[config.mk]
export PLATFORM = sky130hd
export DESIGN_NAME = wake_host
export DESIGN_NICKNAME = d
export VERILOG_FILES = /design/src/wake_pkg.sv /design/src/wake_host.sv /design/src/scl_tick.sv /design/src/axil_regs.sv
export VERILOG_INCLUDE_DIRS = /design/src /design/src/src
export SDC_FILE = /design/constraint.sdc
export NUM_CORES = 1
export LEC_CHECK = 0
export ABC_AREA = 1
export BUFFER_PORTS_ARGS = -buffer_cell sky130_fd_sc_hd__buf_2
export CAP_MARGIN = 20
export CORE_MARGIN = 2
export CORE_UTILIZATION = 55
export CTS_BUF_LIST = sky130_fd_sc_hd__clkbuf_4
export DETAILED_ROUTE_END_ITERATION = 10
export GPL_ROUTABILITY_DRIVEN = 0
export PLACE_DENSITY = 0.78
export SYNTH_ARGS = -nofsm -noshare
export SYNTH_HDL_FRONTEND = slang
export SYNTH_SLANG_ARGS = --single-unit
[constraint.sdc]
create_clock -name aclk -period 3.1 [get_ports aclk]
set_clock_uncertainty 0.15 [all_clocks]
set_input_delay 0.62 -clock aclk [delete_from_list [all_inputs] [get_ports aclk]]
set_output_delay 0.62 -clock aclk [all_outputs]
set_load 0.005 [all_outputs]
[src/wake_map.svh]
// Register offsets, field positions, reset values and bus timing for the wake timer host
`ifndef WAKE_MAP_SVH
`define WAKE_MAP_SVH

`define OFF_CTRL 32'h0000_0000
`define OFF_STATUS 32'h0000_0004
`define OFF_WVAL 32'h0000_0008
`define OFF_RVAL 32'h0000_000c

`define CTRL_OP_LSB 0
`define CTRL_RSTPIN_BIT 4
`define CTRL_GO_BIT 8
`define CTRL_RESET 32'h0000_0010

`define STAT_BUSY_BIT 0
`define STAT_DONE_BIT 1
`define STAT_NACK_BIT 2
`define STAT_INT_BIT 3

`define RESP_OKAY 2'h0
`define RESP_SLVERR 2'h2

`define DEV_ADDR 7'h32
`define PTR_WRITE 8'h81
`define PTR_READ 8'h01
`define FILL_BYTE 8'hff

`define CLK_PERIOD_NS 5
`define SCL_PERIOD_NS 3000
`define QUARTER_CYC (((`SCL_PERIOD_NS) + 4 * (`CLK_PERIOD_NS) - 1) / (4 * (`CLK_PERIOD_NS)))

`endif

[src/wake_pkg.sv]
// Types shared by the wake timer host modules
package wake_pkg;

  typedef enum logic [1:0] {
    OP_READ_TIME = 2'h0,
    OP_WRITE_CMP = 2'h1,
    OP_READ_CMP = 2'h2,
    OP_RECOVER = 2'h3
  } op_t;

  typedef enum logic [1:0] {
    K_START = 2'h0,
    K_WR = 2'h1,
    K_RD = 2'h2,
    K_STOP = 2'h3
  } kind_t;

  typedef enum logic [4:0] {
    S_IDLE = 5'h01,
    S_LOAD = 5'h02,
    S_START = 5'h04,
    S_BIT = 5'h08,
    S_STOP = 5'h10
  } state_t;

  typedef struct packed {
    kind_t kind;
    logic [7:0] data;
    logic last;
  } uop_t;

  typedef struct packed {
    op_t op;
    logic go;
    logic rst_pin;
    logic [23:0] wval;
  } cmd_t;

  typedef struct packed {
    logic busy;
    logic done;
    logic nack;
    logic int_level;
    logic [23:0] rval;
  } stat_t;

endpackage

[src/wake_host.sv]
// Two-wire bus master that reads and programs the wake timer
//
// Decided for this implementation: the address map and the AXI4-Lite interface to the registers.
`timescale 1ns/1ps
`include "wake_map.svh"
// Functional notes
// - Compare value moves as three whole bytes, most significant first.
// - Compare read returns the time value while the device reset pin is low.
// - SDA changes only while SCL is low; otherwise start or stop.
// - Master releases SDA after eighth clock; device acknowledges on ninth.
// - First byte carries address 0110010 and a direction bit.
// - Bytes shift bit 7 first; device acknowledges written bytes low.
// - Master acknowledges read bytes except the last, then stops.
// - Start without stop plus address again is a repeated start.
// - Write pointer byte has bit 7 set and bit 0 set.
// - Bytes three to five load the compare value; send exactly three.
// - Compare read: dummy write pointer bit 7 clear, bit 0 set, restart.
// - Stop clears the pointer; no stop between dummy write and read.
// - Recovery is start, nine released clocks, then stop.
module wake_host import wake_pkg::*; #(
  parameter int QUARTER_CYC = `QUARTER_CYC
) (
  input wire logic aclk,
  input wire logic aresetn,
  input wire logic [31:0] awaddr,
  input wire logic awvalid,
  output logic awready,
  input wire logic [31:0] wdata,
  input wire logic [3:0] wstrb,
  input wire logic wvalid,
  output logic wready,
  output logic [1:0] bresp,
  output logic bvalid,
  input wire logic bready,
  input wire logic [31:0] araddr,
  input wire logic arvalid,
  output logic arready,
  output logic [31:0] rdata,
  output logic [1:0] rresp,
  output logic rvalid,
  input wire logic rready,
  output logic scl_o,
  output logic scl_oe,
  input wire logic sda_i,
  output logic sda_o,
  output logic sda_oe,
  output logic dev_rst_n,
  input wire logic dev_int
);
  cmd_t cmd;
  stat_t stat;
  state_t st_q;
  op_t op_q;
  uop_t uop;
  logic tick;
  logic [1:0] ph_q;
  logic [3:0] bit_q;
  logic [3:0] step_q;
  logic [7:0] sh_q;
  logic [23:0] rd_q;
  logic [23:0] wv_q;
  logic nack_q, done_q, drive_bit;
  logic sda_meta_q, sda_s_q, int_meta_q, int_s_q;

  if (QUARTER_CYC < 2) begin : g_bad_quarter
    $error("QUARTER_CYC too small for the bit sequencer");
  end

  axil_regs u_regs (
    .aclk(aclk),
    .aresetn(aresetn),
    .awaddr(awaddr),
    .awvalid(awvalid),
    .awready(awready),
    .wdata(wdata),
    .wstrb(wstrb),
    .wvalid(wvalid),
    .wready(wready),
    .bresp(bresp),
    .bvalid(bvalid),
    .bready(bready),
    .araddr(araddr),
    .arvalid(arvalid),
    .arready(arready),
    .rdata(rdata),
    .rresp(rresp),
    .rvalid(rvalid),
    .rready(rready),
    .cmd(cmd),
    .stat(stat)
  );

  scl_tick #(.QUARTER_CYC(QUARTER_CYC)) u_tick (
    .aclk(aclk),
    .aresetn(aresetn),
    .tick(tick)
  );

  // Program of bus steps for each operation
  function automatic uop_t prog(input op_t op, input logic [3:0] step, input logic [23:0] wv);
    uop_t u;
    u = '{kind: K_STOP, data: `FILL_BYTE, last: 1'b0};
    unique case (op)
      OP_READ_TIME: begin
        case (step)
          4'h0: u.kind = K_START;
          4'h1: u = '{kind: K_WR, data: {`DEV_ADDR, 1'b1}, last: 1'b0};
          4'h2, 4'h3, 4'h4: u = '{kind: K_RD, data: `FILL_BYTE, last: step == 4'h4};
          default: ;
        endcase
      end
      OP_WRITE_CMP: begin
        case (step)
          4'h0: u.kind = K_START;
          4'h1: u = '{kind: K_WR, data: {`DEV_ADDR, 1'b0}, last: 1'b0};
          4'h2: u = '{kind: K_WR, data: `PTR_WRITE, last: 1'b0};
          4'h3: u = '{kind: K_WR, data: wv[23:16], last: 1'b0};
          4'h4: u = '{kind: K_WR, data: wv[15:8], last: 1'b0};
          4'h5: u = '{kind: K_WR, data: wv[7:0], last: 1'b1};
          default: ;
        endcase
      end
      OP_READ_CMP: begin
        case (step)
          4'h0, 4'h3: u.kind = K_START;
          4'h1: u = '{kind: K_WR, data: {`DEV_ADDR, 1'b0}, last: 1'b0};
          4'h2: u = '{kind: K_WR, data: `PTR_READ, last: 1'b0};
          4'h4: u = '{kind: K_WR, data: {`DEV_ADDR, 1'b1}, last: 1'b0};
          4'h5, 4'h6, 4'h7: u = '{kind: K_RD, data: `FILL_BYTE, last: step == 4'h7};
          default: ;
        endcase
      end
      OP_RECOVER: begin
        case (step)
          4'h0: u.kind = K_START;
          4'h1: u = '{kind: K_RD, data: `FILL_BYTE, last: 1'b1};
          default: ;
        endcase
      end
    endcase
    return u;
  endfunction

  assign uop = prog(op_q, step_q, wv_q);

  // Pins are asynchronous to aclk
  always_ff @(posedge aclk) begin
    if (!aresetn) begin
      sda_meta_q <= 1'b1;
      sda_s_q <= 1'b1;
      int_meta_q <= 1'b0;
      int_s_q <= 1'b0;
    end else begin
      sda_meta_q <= sda_i;
      sda_s_q <= sda_meta_q;
      int_meta_q <= dev_int;
      int_s_q <= int_meta_q;
    end
  end

  // Sequencer: each bus step spends four quarter periods per bit
  always_ff @(posedge aclk) begin
    if (!aresetn) begin
      st_q <= S_IDLE;
      op_q <= OP_READ_TIME;
      ph_q <= 2'h0;
      bit_q <= 4'h0;
      step_q <= 4'h0;
    end else begin
      unique case (st_q)
        S_IDLE: begin
          if (cmd.go) begin
            op_q <= cmd.op;
            step_q <= 4'h0;
            st_q <= S_LOAD;
          end
        end
        S_LOAD: begin
          ph_q <= 2'h0;
          bit_q <= 4'h0;
          unique case (uop.kind)
            K_START: st_q <= S_START;
            K_STOP: st_q <= S_STOP;
            K_WR, K_RD: st_q <= S_BIT;
          endcase
        end
        S_START: begin
          if (tick) begin
            ph_q <= ph_q + 2'h1;
            if (ph_q == 2'h3) begin
              step_q <= step_q + 4'h1;
              st_q <= S_LOAD;
            end
          end
        end
        S_BIT: begin
          if (tick) begin
            ph_q <= ph_q + 2'h1;
            if (ph_q == 2'h3) begin
              bit_q <= bit_q + 4'h1;
              if (bit_q == 4'h8) begin
                // Refused byte: stop at once so no more data goes out
                if (nack_q) begin
                  st_q <= S_STOP;
                end else begin
                  step_q <= step_q + 4'h1;
                  st_q <= S_LOAD;
                end
              end
            end
          end
        end
        S_STOP: begin
          if (tick) begin
            ph_q <= ph_q + 2'h1;
            if (ph_q == 2'h3) begin
              st_q <= S_IDLE;
            end
          end
        end
        default: st_q <= S_IDLE;
      endcase
    end
  end

  always_comb begin
    if (uop.kind == K_WR) begin
      drive_bit = (bit_q == 4'h8) ? 1'b0 : !sh_q[7];
    end else begin
      drive_bit = (bit_q == 4'h8) ? !uop.last : 1'b0;
    end
  end

  always_ff @(posedge aclk) begin
    if (!aresetn) begin
      scl_oe <= 1'b0;
      sda_oe <= 1'b0;
    end else if (tick) begin
      unique case (st_q)
        S_START: begin
          unique case (ph_q)
            2'h0: sda_oe <= 1'b0;
            2'h1: scl_oe <= 1'b0;
            2'h2: sda_oe <= 1'b1;
            2'h3: scl_oe <= 1'b1;
          endcase
        end
        S_BIT: begin
          unique case (ph_q)
            2'h0: sda_oe <= drive_bit;
            2'h1: scl_oe <= 1'b0;
            2'h2: ;
            2'h3: scl_oe <= 1'b1;
          endcase
        end
        S_STOP: begin
          unique case (ph_q)
            2'h0: sda_oe <= 1'b1;
            2'h1: scl_oe <= 1'b0;
            2'h2: sda_oe <= 1'b0;
            2'h3: ;
          endcase
        end
        default: ;
      endcase
    end
  end

  // Open drain: only ever pull low
  assign scl_o = 1'b0;
  assign sda_o = 1'b0;
  assign dev_rst_n = cmd.rst_pin;

  // Shifting, captured read bytes and completion flags
  always_ff @(posedge aclk) begin
    if (!aresetn) begin
      sh_q <= 8'h00;
      rd_q <= 24'h00_0000;
      wv_q <= 24'h00_0000;
      nack_q <= 1'b0;
      done_q <= 1'b0;
    end else begin
      if (st_q == S_IDLE && cmd.go) begin
        wv_q <= cmd.wval;
        nack_q <= 1'b0;
        done_q <= 1'b0;
      end
      if (st_q == S_LOAD) begin
        sh_q <= uop.data;
      end
      if (st_q == S_BIT && tick && ph_q == 2'h2) begin
        if (bit_q != 4'h8) begin
          sh_q <= {sh_q[6:0], sda_s_q};
        end else if (uop.kind == K_WR) begin
          nack_q <= sda_s_q;
        end else if (op_q != OP_RECOVER) begin
          rd_q <= {rd_q[15:0], sh_q};
        end
      end
      if (st_q == S_STOP && tick && ph_q == 2'h3) begin
        done_q <= 1'b1;
      end
    end
  end

  assign stat.busy = st_q != S_IDLE;
  assign stat.done = done_q;
  assign stat.nack = nack_q;
  assign stat.int_level = int_s_q;
  assign stat.rval = rd_q;
endmodule

[src/scl_tick.sv]
// Quarter bit period enable for the serial clock sequencer
`timescale 1ns/1ps
`include "wake_map.svh"
module scl_tick #(
  parameter int QUARTER_CYC = `QUARTER_CYC
) (
  input wire logic aclk,
  input wire logic aresetn,
  output logic tick
);
  logic [15:0] cnt_q;

  if (QUARTER_CYC < 2 || QUARTER_CYC > 65535) begin : g_bad_quarter
    $error("QUARTER_CYC out of range");
  end

  always_ff @(posedge aclk) begin
    if (!aresetn) begin
      cnt_q <= 16'h0000;
    end else if (cnt_q == 16'(QUARTER_CYC - 1)) begin
      cnt_q <= 16'h0000;
    end else begin
      cnt_q <= cnt_q + 16'h0001;
    end
  end

  assign tick = (cnt_q == 16'(QUARTER_CYC - 1));
endmodule

[src/axil_regs.sv]
// AXI4-Lite register file holding commands and status of the wake timer host
`timescale 1ns/1ps
`include "wake_map.svh"
module axil_regs import wake_pkg::*; (
  input wire logic aclk,
  input wire logic aresetn,
  input wire logic [31:0] awaddr,
  input wire logic awvalid,
  output logic awready,
  input wire logic [31:0] wdata,
  input wire logic [3:0] wstrb,
  input wire logic wvalid,
  output logic wready,
  output logic [1:0] bresp,
  output logic bvalid,
  input wire logic bready,
  input wire logic [31:0] araddr,
  input wire logic arvalid,
  output logic arready,
  output logic [31:0] rdata,
  output logic [1:0] rresp,
  output logic rvalid,
  input wire logic rready,
  output cmd_t cmd,
  input stat_t stat
);
  logic aw_got_q, w_got_q;
  logic [31:0] awaddr_q, wdata_q;
  logic [3:0] wstrb_q;
  logic wr_do, wr_hit;
  logic [31:0] ctrl_rd, stat_rd;

  assign awready = !aw_got_q && !bvalid;
  assign wready = !w_got_q && !bvalid;
  assign arready = !rvalid;
  assign wr_do = aw_got_q && w_got_q;
  assign wr_hit = awaddr_q == `OFF_CTRL || awaddr_q == `OFF_WVAL;

  always_ff @(posedge aclk) begin
    if (!aresetn) begin
      aw_got_q <= 1'b0;
      w_got_q <= 1'b0;
      awaddr_q <= 32'h0000_0000;
      wdata_q <= 32'h0000_0000;
      wstrb_q <= 4'h0;
      bvalid <= 1'b0;
      bresp <= `RESP_OKAY;
    end else begin
      if (awvalid && awready) begin
        aw_got_q <= 1'b1;
        awaddr_q <= awaddr;
      end
      if (wvalid && wready) begin
        w_got_q <= 1'b1;
        wdata_q <= wdata;
        wstrb_q <= wstrb;
      end
      if (wr_do) begin
        aw_got_q <= 1'b0;
        w_got_q <= 1'b0;
        bvalid <= 1'b1;
        bresp <= wr_hit ? `RESP_OKAY : `RESP_SLVERR;
      end else if (bvalid && bready) begin
        bvalid <= 1'b0;
      end
    end
  end

  // Go is dropped while busy; software polls busy first
  always_ff @(posedge aclk) begin
    if (!aresetn) begin
      cmd.op <= op_t'(2'(`CTRL_RESET >> `CTRL_OP_LSB));
      cmd.rst_pin <= 1'(`CTRL_RESET >> `CTRL_RSTPIN_BIT);
      cmd.go <= 1'b0;
      cmd.wval <= 24'h00_0000;
    end else begin
      cmd.go <= wr_do && awaddr_q == `OFF_CTRL && wstrb_q[1] && wdata_q[`CTRL_GO_BIT]
        && !stat.busy;
      if (wr_do && awaddr_q == `OFF_CTRL && wstrb_q[0]) begin
        cmd.op <= op_t'(wdata_q[`CTRL_OP_LSB +: 2]);
        cmd.rst_pin <= wdata_q[`CTRL_RSTPIN_BIT];
      end
      for (int i = 0; i < 3; i++) begin
        if (wr_do && awaddr_q == `OFF_WVAL && wstrb_q[i]) begin
          cmd.wval[8*i +: 8] <= wdata_q[8*i +: 8];
        end
      end
    end
  end

  assign ctrl_rd = {27'h0, cmd.rst_pin, 2'h0, cmd.op};
  assign stat_rd = {28'h0, stat.int_level, stat.nack, stat.done, stat.busy};

  always_ff @(posedge aclk) begin
    if (!aresetn) begin
      rvalid <= 1'b0;
      rdata <= 32'h0000_0000;
      rresp <= `RESP_OKAY;
    end else if (arvalid && arready) begin
      rvalid <= 1'b1;
      rresp <= `RESP_OKAY;
      unique case (araddr)
        `OFF_CTRL: rdata <= ctrl_rd;
        `OFF_STATUS: rdata <= stat_rd;
        `OFF_WVAL: rdata <= {8'h00, cmd.wval};
        `OFF_RVAL: rdata <= {8'h00, stat.rval};
        default: begin
          rdata <= 32'h0000_0000;
          rresp <= `RESP_SLVERR;
        end
      endcase
    end else if (rvalid && rready) begin
      rvalid <= 1'b0;
    end
  end
endmodule

==> results of run 1 <==
[metal layers]
layer / GRT usage [%] / part of all wire [%] / wire [um] / vias to the layer above
met5: 0 / 0 / 0 / -
met4: 7.58 / 2.3 / 529 / 0
met3: 5.20 / 7.7 / 1800 / 46
met2: 38.7 / 44 / 10400 / 339
met1: 32.0 / 46 / 10800 / 4119
li1: - / - / - / 4994
[critical path: stages (launching register included)]
cell and delay, ps:
dfxtp_1 400, inv_1 100, ha_1 230, o31ai_1 520, nand2_1 110, o21ai_1 150
nand2_1 70, nand2_1 100, ha_1 240, nor3_4 60, nand3_2 100, buf_12 240
nand2_1 90, nand2_1 70, nor2_1 40
[cells in the final DEF (no fill, tap or decap), drive strengths merged, types with 3 or more instances in the layout]
| master | n |
|---|---|
| nand3 | 70 |
| xor2 | 3 |
| inv | 197 |
| or2 | 4 |
| nor4 | 3 |
| nand2 | 326 |
| ha | 15 |
| dfxtp | 214 |
| nor3 | 11 |
| buf | 150 |
| nand4 | 47 |
| xnor2 | 3 |
| o21ai | 130 |
| nor2 | 238 |
| clkinv | 8 |
| conb | 12 |
| clkbuf | 75 |
| a21oi | 130 |
| nand3b | 3 |
[report_power, final]
part           total [uW]  switching [uW]  internal [uW]
Clock                2130            1050           1080
Sequential           2930            72.8           2860
Combinational        1040             667            372
[worst paths after layout]
kind              startpoint                  end  slack (ps)  depth (start not counted)
hold / removal    awaddr[31]  u_regs.awaddr_q[31]          80                          3
setup reg to reg   step_q[0]              rd_q[8]         290                         14
hold reg to reg   sda_meta_q              sda_s_q         260                          1
setup / recovery   step_q[0]              rd_q[8]         290                         14
[state kept, by name, indices dropped and copies added (netlist names), 5 cells and up]
name,count
st_q,5
u_regs.rdata,24
rd_q,24
sh_q,8
u_regs.cmd,28
u_regs.wdata_q,24
wv_q,24
u_tick.cnt_q,16
u_regs.awaddr_q,32
[area by class of cell]
cell class	instances	area (um2)	share of cell area (%)
repair buffers	152	828	7.20
clock inverters	3	15.0	0.130
inverters	203	762	6.62
multi-input cells	1006	4770	41.4
well taps	229	287	2.49
diodes	1	2.50	0.0217
flip-flops and latches	214	4280	37.2
clock buffers	75	563	4.89
[through the flow]
| stage | power (uW) | util, % | instance area [um2] |
|---|---|---|---|
| floorplan | 3700 | - | 10200 |
| global placement | 3930 | 60.3 | 10900 |
| detailed placement | 3950 | 60.3 | 10900 |
| CTS | 6080 | 63.6 | 11500 |
| global route | 6460 | 63.9 | 11500 |
| finish | 6100 | 63.9 | 11500 |
[cell families (layout without fill, tap and decap cells)]
group / after synthesis / count (layout) / synth area share [%]
simple gates: 706 / 706 / 30.5
other cells: 1 / 13 / 0.0370
fa+ha+maj: 15 / 15 / 1.85
xor+xnor: 6 / 6 / 0.519
buf+inv: 278 / 433 / 11.3
compound gates: 267 / 267 / 13.5
flops: 214 / 214 / 42.3
[what timing repair did]
item / 4_1_cts / 5_1_grt
setup buffers: 0 / 2
endpoints found under the hold margin: 2 / 0
gates resized for setup: 0 / 6
hold buffers: 2 / 0
setup endpoints to repair: 0 / 24
==> flow_metrics.env, run 1 <==
export IMPL_cellPowerDensity_nw_per_um2=530
export IMPL_dpl_hpwl_mm=17.0
export IMPL_avgSynthCellArea_um2=6.81
export IMPL_synthTopCellsByArea="dfxtp_1 (42%), nand2_1 (12%), nor2_1 (7.8%), inv_1 (7.1%), a21oi_1 (6.4%)"
export IMPL_h_tree_depth=2
export IMPL_die_width_um=140
export IMPL_synth_edf_count=0
export IMPL_tns_ps=0
export IMPL_fin_crit_sh_pct=90.7
export IMPL_yosysMostFrequentCell="nand2_1"
export IMPL_die_height_um=140
export IMPL_cts_reportedPaths_clkPinSlew_ps=60
export IMPL_drc_errors=0
export IMPL_die_area_um2=19500
export IMPL_netlist_top_cell_by_area="dfxtp_1"
export IMPL_wl_mm=23.5
export IMPL_yosysSeqAreaShare_pct=42.3
export IMPL_hold_class="in -> reg"
export IMPL_first_pass_iters=6
export IMPL_core_area_um2=18000
export IMPL_critPathKind="reg -> reg"
export IMPL_port_buffers=133
export IMPL_synth_top_area_share_pct=42.3
export IMPL_cts_tree="built"
export IMPL_clock_sinks=214
export IMPL_synth_ff_type="dfxtp_1"
export IMPL_async_reset_ff_share_pct=0
export IMPL_synth_cell_types=44
export IMPL_drv_cap=0
export IMPL_area_delta_synth_final_pct=13.7
export IMPL_clock_path_buffers=3
export IMPL_nFillCells=1671
export IMPL_via_per_inst=5.04
export IMPL_status="finished, final reports clean"
export IMPL_synth_commonest_cells="nand2_1 (323), dfxtp_1 (214), nor2_1 (210)"
export IMPL_cp_max_fo=48
export IMPL_cp_end_kind="flop"
export IMPL_dp_cells=1800
export IMPL_timing_fmax_mhz=356
export IMPL_clk_latency_ps=650
export IMPL_p_leak_uw=0.00517
export IMPL_hold_viol=0
export IMPL_grt_pass1_vias=8725
export IMPL_avgRoutedWirePerCell_um=12.5
export IMPL_grt_pass1_wl_mm=39.5
export IMPL_ir_drop_mv=0.317
export IMPL_cts_root_buffer="clkbuf_4"
export IMPL_final_cell_count_no_fill=1883
export IMPL_cts_buffers=53
export IMPL_yosysWarnings=0
export IMPL_grt_usage_pct=23.9
export IMPL_grt_max_degree=57
export IMPL_start_kind="flop"
export IMPL_slew_headroom_pct=53.1
export IMPL_drive_above_1_share_pct=17.0
export IMPL_via_count=9498
export IMPL_rsz0062_at_grt="no"
export IMPL_synthCells=1487
export IMPL_holdWs_ps=75.5
export IMPL_setup_slack_ps=290
export IMPL_drtIter0Drc=609
export IMPL_synth_area_um2=10100
export IMPL_cp_arrival_ps=3200
export IMPL_ant_nets=0
export IMPL_synth_seq_cells=214
export IMPL_rows=49
export IMPL_place_ws_ps=129
export IMPL_tightest_slew_ps=702
export IMPL_period_needed_ps=2810
export IMPL_grt_antenna_before_repair=2
export IMPL_required_ps=3490
export IMPL_drv_slew=0
export IMPL_setup_violations=0
export IMPL_start_util_pct=56.2
export IMPL_grt_overflow=0
export IMPL_nets=1754
export IMPL_ios=155
Power figures use the tool's default switching activity.
==> inputs of run 2 (changes only) <==
--- a/config.mk
+++ b/config.mk
@@ -14,6 +14,7 @@
 export CTS_BUF_LIST = sky130_fd_sc_hd__clkbuf_4
 export DETAILED_ROUTE_END_ITERATION = 10
 export GPL_ROUTABILITY_DRIVEN = 0
+export GPL_TIMING_DRIVEN = 0
 export PLACE_DENSITY = 0.78
 export SYNTH_ARGS = -nofsm -noshare
 export SYNTH_HDL_FRONTEND = slang
==> flow_metrics.env, run 2 (same netlist as run 1, synthesis figures left out) <==
export IMPL_status="finished, final reports clean"
export IMPL_port_buffers=133
export IMPL_ios=155
export IMPL_drive_above_1_share_pct=17.8
export IMPL_core_area_um2=18000
export IMPL_busiest_layer="met2"
export IMPL_wl_mm=26.7
export IMPL_crit_family="simple AND/OR/NAND/NOR gates"
export IMPL_final_cell_count_no_fill=1960
export IMPL_worst_path_buf_inv=4
export IMPL_nFillCells=1663
export IMPL_slew_headroom_pct=43.5
export IMPL_via_per_inst=5.17
export IMPL_cellPowerDensity_nw_per_um2=549
export IMPL_hold_class="in -> reg"
export IMPL_hold_viol=0
export IMPL_place_area_um2=11100
export IMPL_rows=49
export IMPL_nets=1817
export IMPL_clock_path_buffers=3
export IMPL_clk_latency_ps=690
export IMPL_avgRoutedWirePerCell_um=13.6
export IMPL_grt_pass1_vias=9332
export IMPL_largest_register_ff_count=32
export IMPL_drtIter0Drc=666
export IMPL_required_ps=3510
export IMPL_clock_sinks=214
export IMPL_setup_violations=0
export IMPL_reg_top3="u_regs.awaddr_q (32), u_regs.cmd (28)"
export IMPL_area_delta_synth_final_pct=18.0
export IMPL_mostFrequentLayoutCells="nand2_1 (321), dfxtp_1 (212), nor2_1 (208), inv_1 (190), buf_2 (139)"
export IMPL_top_register="u_regs.awaddr_q"
export IMPL_grt_use_met3_pct=5.06
export IMPL_start_util_pct=56.2
export IMPL_die_area_um2=19500
export IMPL_setup_slack_ps=226
export IMPL_cts_buffers=56
export IMPL_design_area_um2=11900
export IMPL_drv_slew=0
export IMPL_ir_drop_mv=0.444
export IMPL_path_cells="inv_1 > ha_1 > nand2_2 > nand3_2 > nor3_4 > inv_2 > nand2_1 > o21ai_1 > nand2_1 > nand2_1 > ha_2 > nor3_2 > nand3_2 > buf_8 > buf_6 > nor2_2 > nor2_1"
export IMPL_via_count=10100
export IMPL_grt_max_degree=17
export IMPL_cp_max_fo=10
export IMPL_tightest_slew_ps=847
export IMPL_grt_antenna_before_repair=1
export IMPL_slowest_delay_ps=370
export IMPL_p_leak_uw=0.00536
export IMPL_critPathKind="reg -> reg"
export IMPL_dp_cells=1860
export IMPL_cp_end_kind="flop"
export IMPL_final_common_cell="nand2_1"
export IMPL_cp_arrival_ps=3280
export IMPL_dpl_hpwl_mm=19.6
export IMPL_drc_errors=0
export IMPL_start_kind="flop"
export IMPL_cts_root_buffer="clkbuf_4"
export IMPL_rsz0062_at_grt="no"
export IMPL_cts_tree="built"
export IMPL_cts_reportedPaths_clkPinSlew_ps=70
export IMPL_die_width_um=140
export IMPL_slowest_stage="dfxtp_4"
export IMPL_grt_util_met2_pct=45.5
export IMPL_grt_overflow=0
export IMPL_grt_util_met1_pct=35.4
export IMPL_h_tree_depth=2
export IMPL_drv_cap=0
export IMPL_grt_pass1_wl_mm=43.7
export IMPL_ant_nets=0
export IMPL_cpMostUsedCell="nand2_1"
export IMPL_fin_crit_sh_pct=92.7
export IMPL_period_needed_ps=2870
export IMPL_grt_usage_pct=26.9
export IMPL_timing_fmax_mhz=348
export IMPL_place_ws_ps=-228
export IMPL_die_height_um=140
export IMPL_first_pass_iters=8
[run 2: routing by layer]
metal  part of all wire (%)  up-vias
met3                    8.7       57
met4                    2.3        0
met5                      0        -
met1                     44     4499
li1                       -     5137
met2                     45      433
[run 2: path summary, 6_finish.rpt]
check	startpoint	endpoint	slack [ps]	cells after the start
min	wdata[12]	u_regs.wdata_q[12]	60	3
max reg2reg	step_q[0]	rd_q[17]	230	17
max	step_q[0]	rd_q[17]	230	17
min reg2reg	sda_meta_q	sda_s_q	270	1
[run 2: through the flow]
step           util [%]  setup TNS (ps)  hold slack [ps]  total power [uW]
2_1_floorplan         -               0              240              3700
3_3_place_gp       61.7           -2470              247              3950
3_5_place_dp       61.7           -4080              254              4000
4_1_cts            65.9               0             26.6              6500
5_1_grt            66.3               0             19.8              6910
6_report           66.3               0             61.8              6560
[run 2: what timing repair did]
item                                   CTS  global route
setup buffers                            0             2
hold buffers                             2             0
endpoints found under the hold margin    2             0
resized for setup                        4            20
pin swaps                                2             4
setup endpoints to repair               24            24
[run 2: cell type report]
class,count,area [um2],share of cell area [%]
buffer,75,390,3.27
inverter,203,762,6.38
multi-input combinational,1006,4800,40.1
tap,229,287,2.40
sequential,214,4290,35.9
clock buffer,72,541,4.52
antenna,1,2.50,0.0209
clock inverter,23,179,1.50
timing repair buffer,137,701,5.87
[run 2: power breakdown]
part           internal [uW]  leakage [uW]  switching (uW)
Combinational            393       0.00320             740
Sequential              2860       0.00174            62.6
Clock                   1340      0.000416            1160
[run 2: worst min-delay path, delay by kind of cell]
kind | cells | cell delay [ps]
AO/OA/AOI/OAI | 2 | 180
buffers and inverters | 1 | 70
==> inputs of run 3 (changes only) <==
--- a/config.mk
+++ b/config.mk
@@ -15,6 +15,7 @@
 export DETAILED_ROUTE_END_ITERATION = 10
 export GPL_ROUTABILITY_DRIVEN = 0
 export GPL_TIMING_DRIVEN = 0
+export MAX_ROUTING_LAYER = met4
 export PLACE_DENSITY = 0.78
 export SYNTH_ARGS = -nofsm -noshare
 export SYNTH_HDL_FRONTEND = slang
==> flow_metrics.env, run 3 (same netlist as run 1, synthesis figures left out) <==
export IMPL_setup_violations=0
export IMPL_clock_sinks=214
export IMPL_clk_latency_ps=690
export IMPL_core_area_um2=18000
export IMPL_power_share_sequential_pct=44.5
export IMPL_slew_headroom_pct=46.3
export IMPL_tightest_slew_ps=805
export IMPL_dp_cells=1860
export IMPL_via_per_inst=5.17
export IMPL_rrSetupSlack_ps=180
export IMPL_path_cells="inv_1 > ha_1 > nand2_2 > nand3_2 > nor3_4 > inv_2 > nand2_1 > o21ai_1 > nand2_1 > nand2_1 > ha_2 > nor3_2 > nand3_2 > buf_8 > buf_6 > nor2_2 > nor2_1"
export IMPL_period_needed_ps=2920
export IMPL_port_buffers=133
export IMPL_top_register="u_regs.awaddr_q"
export IMPL_cts_buffers=56
export IMPL_ios=155
export IMPL_rows=49
export IMPL_drv_slew=0
export IMPL_area_delta_synth_final_pct=18.0
export IMPL_die_width_um=140
export IMPL_first_pass_iters=6
export IMPL_p_leak_uw=0.00536
export IMPL_largest_register_ff_count=32
export IMPL_wl_mm=26.7
export IMPL_cp_max_fo=10
export IMPL_cellPowerDensity_nw_per_um2=550
export IMPL_required_ps=3510
export IMPL_drtIter0Drc=673
export IMPL_dpl_hpwl_mm=19.6
export IMPL_hold_class="in -> reg"
export IMPL_slowest_delay_ps=370
export IMPL_die_area_um2=19500
export IMPL_hold_viol=0
export IMPL_cts_tree="built"
export IMPL_fin_crit_sh_pct=94.0
export IMPL_cp_end_kind="flop"
export IMPL_slowest_stage="dfxtp_4"
export IMPL_final_cell_count_no_fill=1960
export IMPL_h_tree_depth=2
export IMPL_comb_power_share_pct=17.3
export IMPL_start_kind="flop"
export IMPL_p_clk_share_pct=38.2
export IMPL_reg_top3="u_regs.awaddr_q (32), u_regs.cmd (28)"
export IMPL_drc_errors=0
export IMPL_cts_root_buffer="clkbuf_4"
export IMPL_timing_rr_start="step_q[0]"
export IMPL_status="finished, final reports clean"
export IMPL_drv_cap=0
export IMPL_nFillCells=1663
export IMPL_die_height_um=140
export IMPL_internal_power_uw=4600
export IMPL_rsz0062_at_grt="no"
export IMPL_cp_arrival_ps=3330
export IMPL_grt_max_degree=17
export IMPL_r2r_end="rd_q[17]"
export IMPL_clock_path_buffers=3
export IMPL_cts_reportedPaths_clkPinSlew_ps=70
export IMPL_via_count=10100
export IMPL_startpoint="step_q[0]"
export IMPL_grt_overflow=0
export IMPL_grt_pass1_vias=9327
export IMPL_grt_pass1_wl_mm=43.8
export IMPL_reg2regPathDepth=17
export IMPL_avgRoutedWirePerCell_um=13.6
export IMPL_switching_share_pct=30.1
export IMPL_final_common_cell="nand2_1"
export IMPL_ir_drop_mv=0.444
export IMPL_fin_util_pct=66.3
export IMPL_nets=1817
export IMPL_start_util_pct=56.2
export IMPL_critPathCapture="rd_q[17]"
export IMPL_ant_nets=0
export IMPL_drive_above_1_share_pct=17.8
export IMPL_cpMostUsedCell="nand2_1"
export IMPL_timing_fmax_mhz=343
export IMPL_grt_usage_pct=27.8
export IMPL_min_from="wdata[12]"
export IMPL_mostFrequentLayoutCells="nand2_1 (321), dfxtp_1 (212), nor2_1 (208), inv_1 (190), buf_2 (139)"
export IMPL_power_switching_uw=1980
export IMPL_critPathKind="reg -> reg"
export IMPL_grt_antenna_before_repair=1
==> run 3: cell counts in the layout (fill, tap and decap cells not counted) <==
No cell type changed its count.
==> run 3: worst min-delay path by stage <==
stage	to	slack, ps	cells after the start
floorplan	int_s_q	240	2
global route	u_regs.awaddr_q[14]	20	3
CTS	u_regs.wstrb_q[0]	30	3
finish	u_regs.wdata_q[12]	60	3
detailed placement	sda_s_q	250	1
global placement	sda_s_q	250	1
==> run 3: worst max-delay path: cells and delay by family, from the launching register on <==
family | cells | cell delay [ps]
buf+inv | 4 | 480
fa+ha+maj | 2 | 430
flops | 1 | 370
simple gates | 10 | 1290
compound gates | 1 | 70
==> run 3: area by class of cell <==
cell class	count	area, um2	area share [%]
clock buffers	72	541	4.52
well taps	229	287	2.40
multi-input cells	1006	4800	40.1
clock inverters	23	179	1.50
diodes	1	2.50	0.0209
plain buffers	75	390	3.27
inverters	203	762	6.38
repair buffers	137	701	5.87
flip-flops and latches	214	4290	35.9
==> run 3: repair_timing <==
action | CTS | global route
setup buffers | 0 | 2
setup endpoints to repair | 24 | 24
hold buffers | 2 | 0
resized for setup | 4 | 20
hold endpoints to repair | 2 | 0
pin swaps | 2 | 4
==> run 3: power by group through the flow <==
| stage | sequential [uW] | clock, uW | combinational (uW) |
|---|---|---|---|
| floorplan | 2970 | 0 | 738 |
| global placement | 2980 | 0 | 978 |
| detailed placement | 2980 | 0 | 1010 |
| CTS | 2920 | 2550 | 1030 |
| global route | 2940 | 2690 | 1280 |
| finish | 2930 | 2510 | 1140 |
==> run 3: routing by layer <==
metal | track usage (%) | routed length (um) | vias to the layer above
met5 | - | 0 | -
met4 | 7.53 | 514 | 0
met3 | 5.20 | 2490 | 53
met2 | 45.7 | 12100 | 433
met1 | 35.3 | 11600 | 4514
li1 | - | - | 5136
==> run 3: stage by stage <==
| stage | setup TNS [ps] | area [um2] | power (uW) | setup WS, ps | hold WS (ps) |
|---|---|---|---|---|---|
| finish | 0 | 11900 | 6570 | 185 | 59.1 |
| global route | 0 | 11900 | 6900 | 9.92 | 19.8 |
| CTS | 0 | 11900 | 6500 | 10.7 | 26.6 |
| detailed placement | -4080 | 11100 | 4000 | -228 | 254 |
| global placement | -2470 | 11100 | 3950 | -152 | 247 |
| floorplan | 0 | 10200 | 3700 | 415 | 240 |
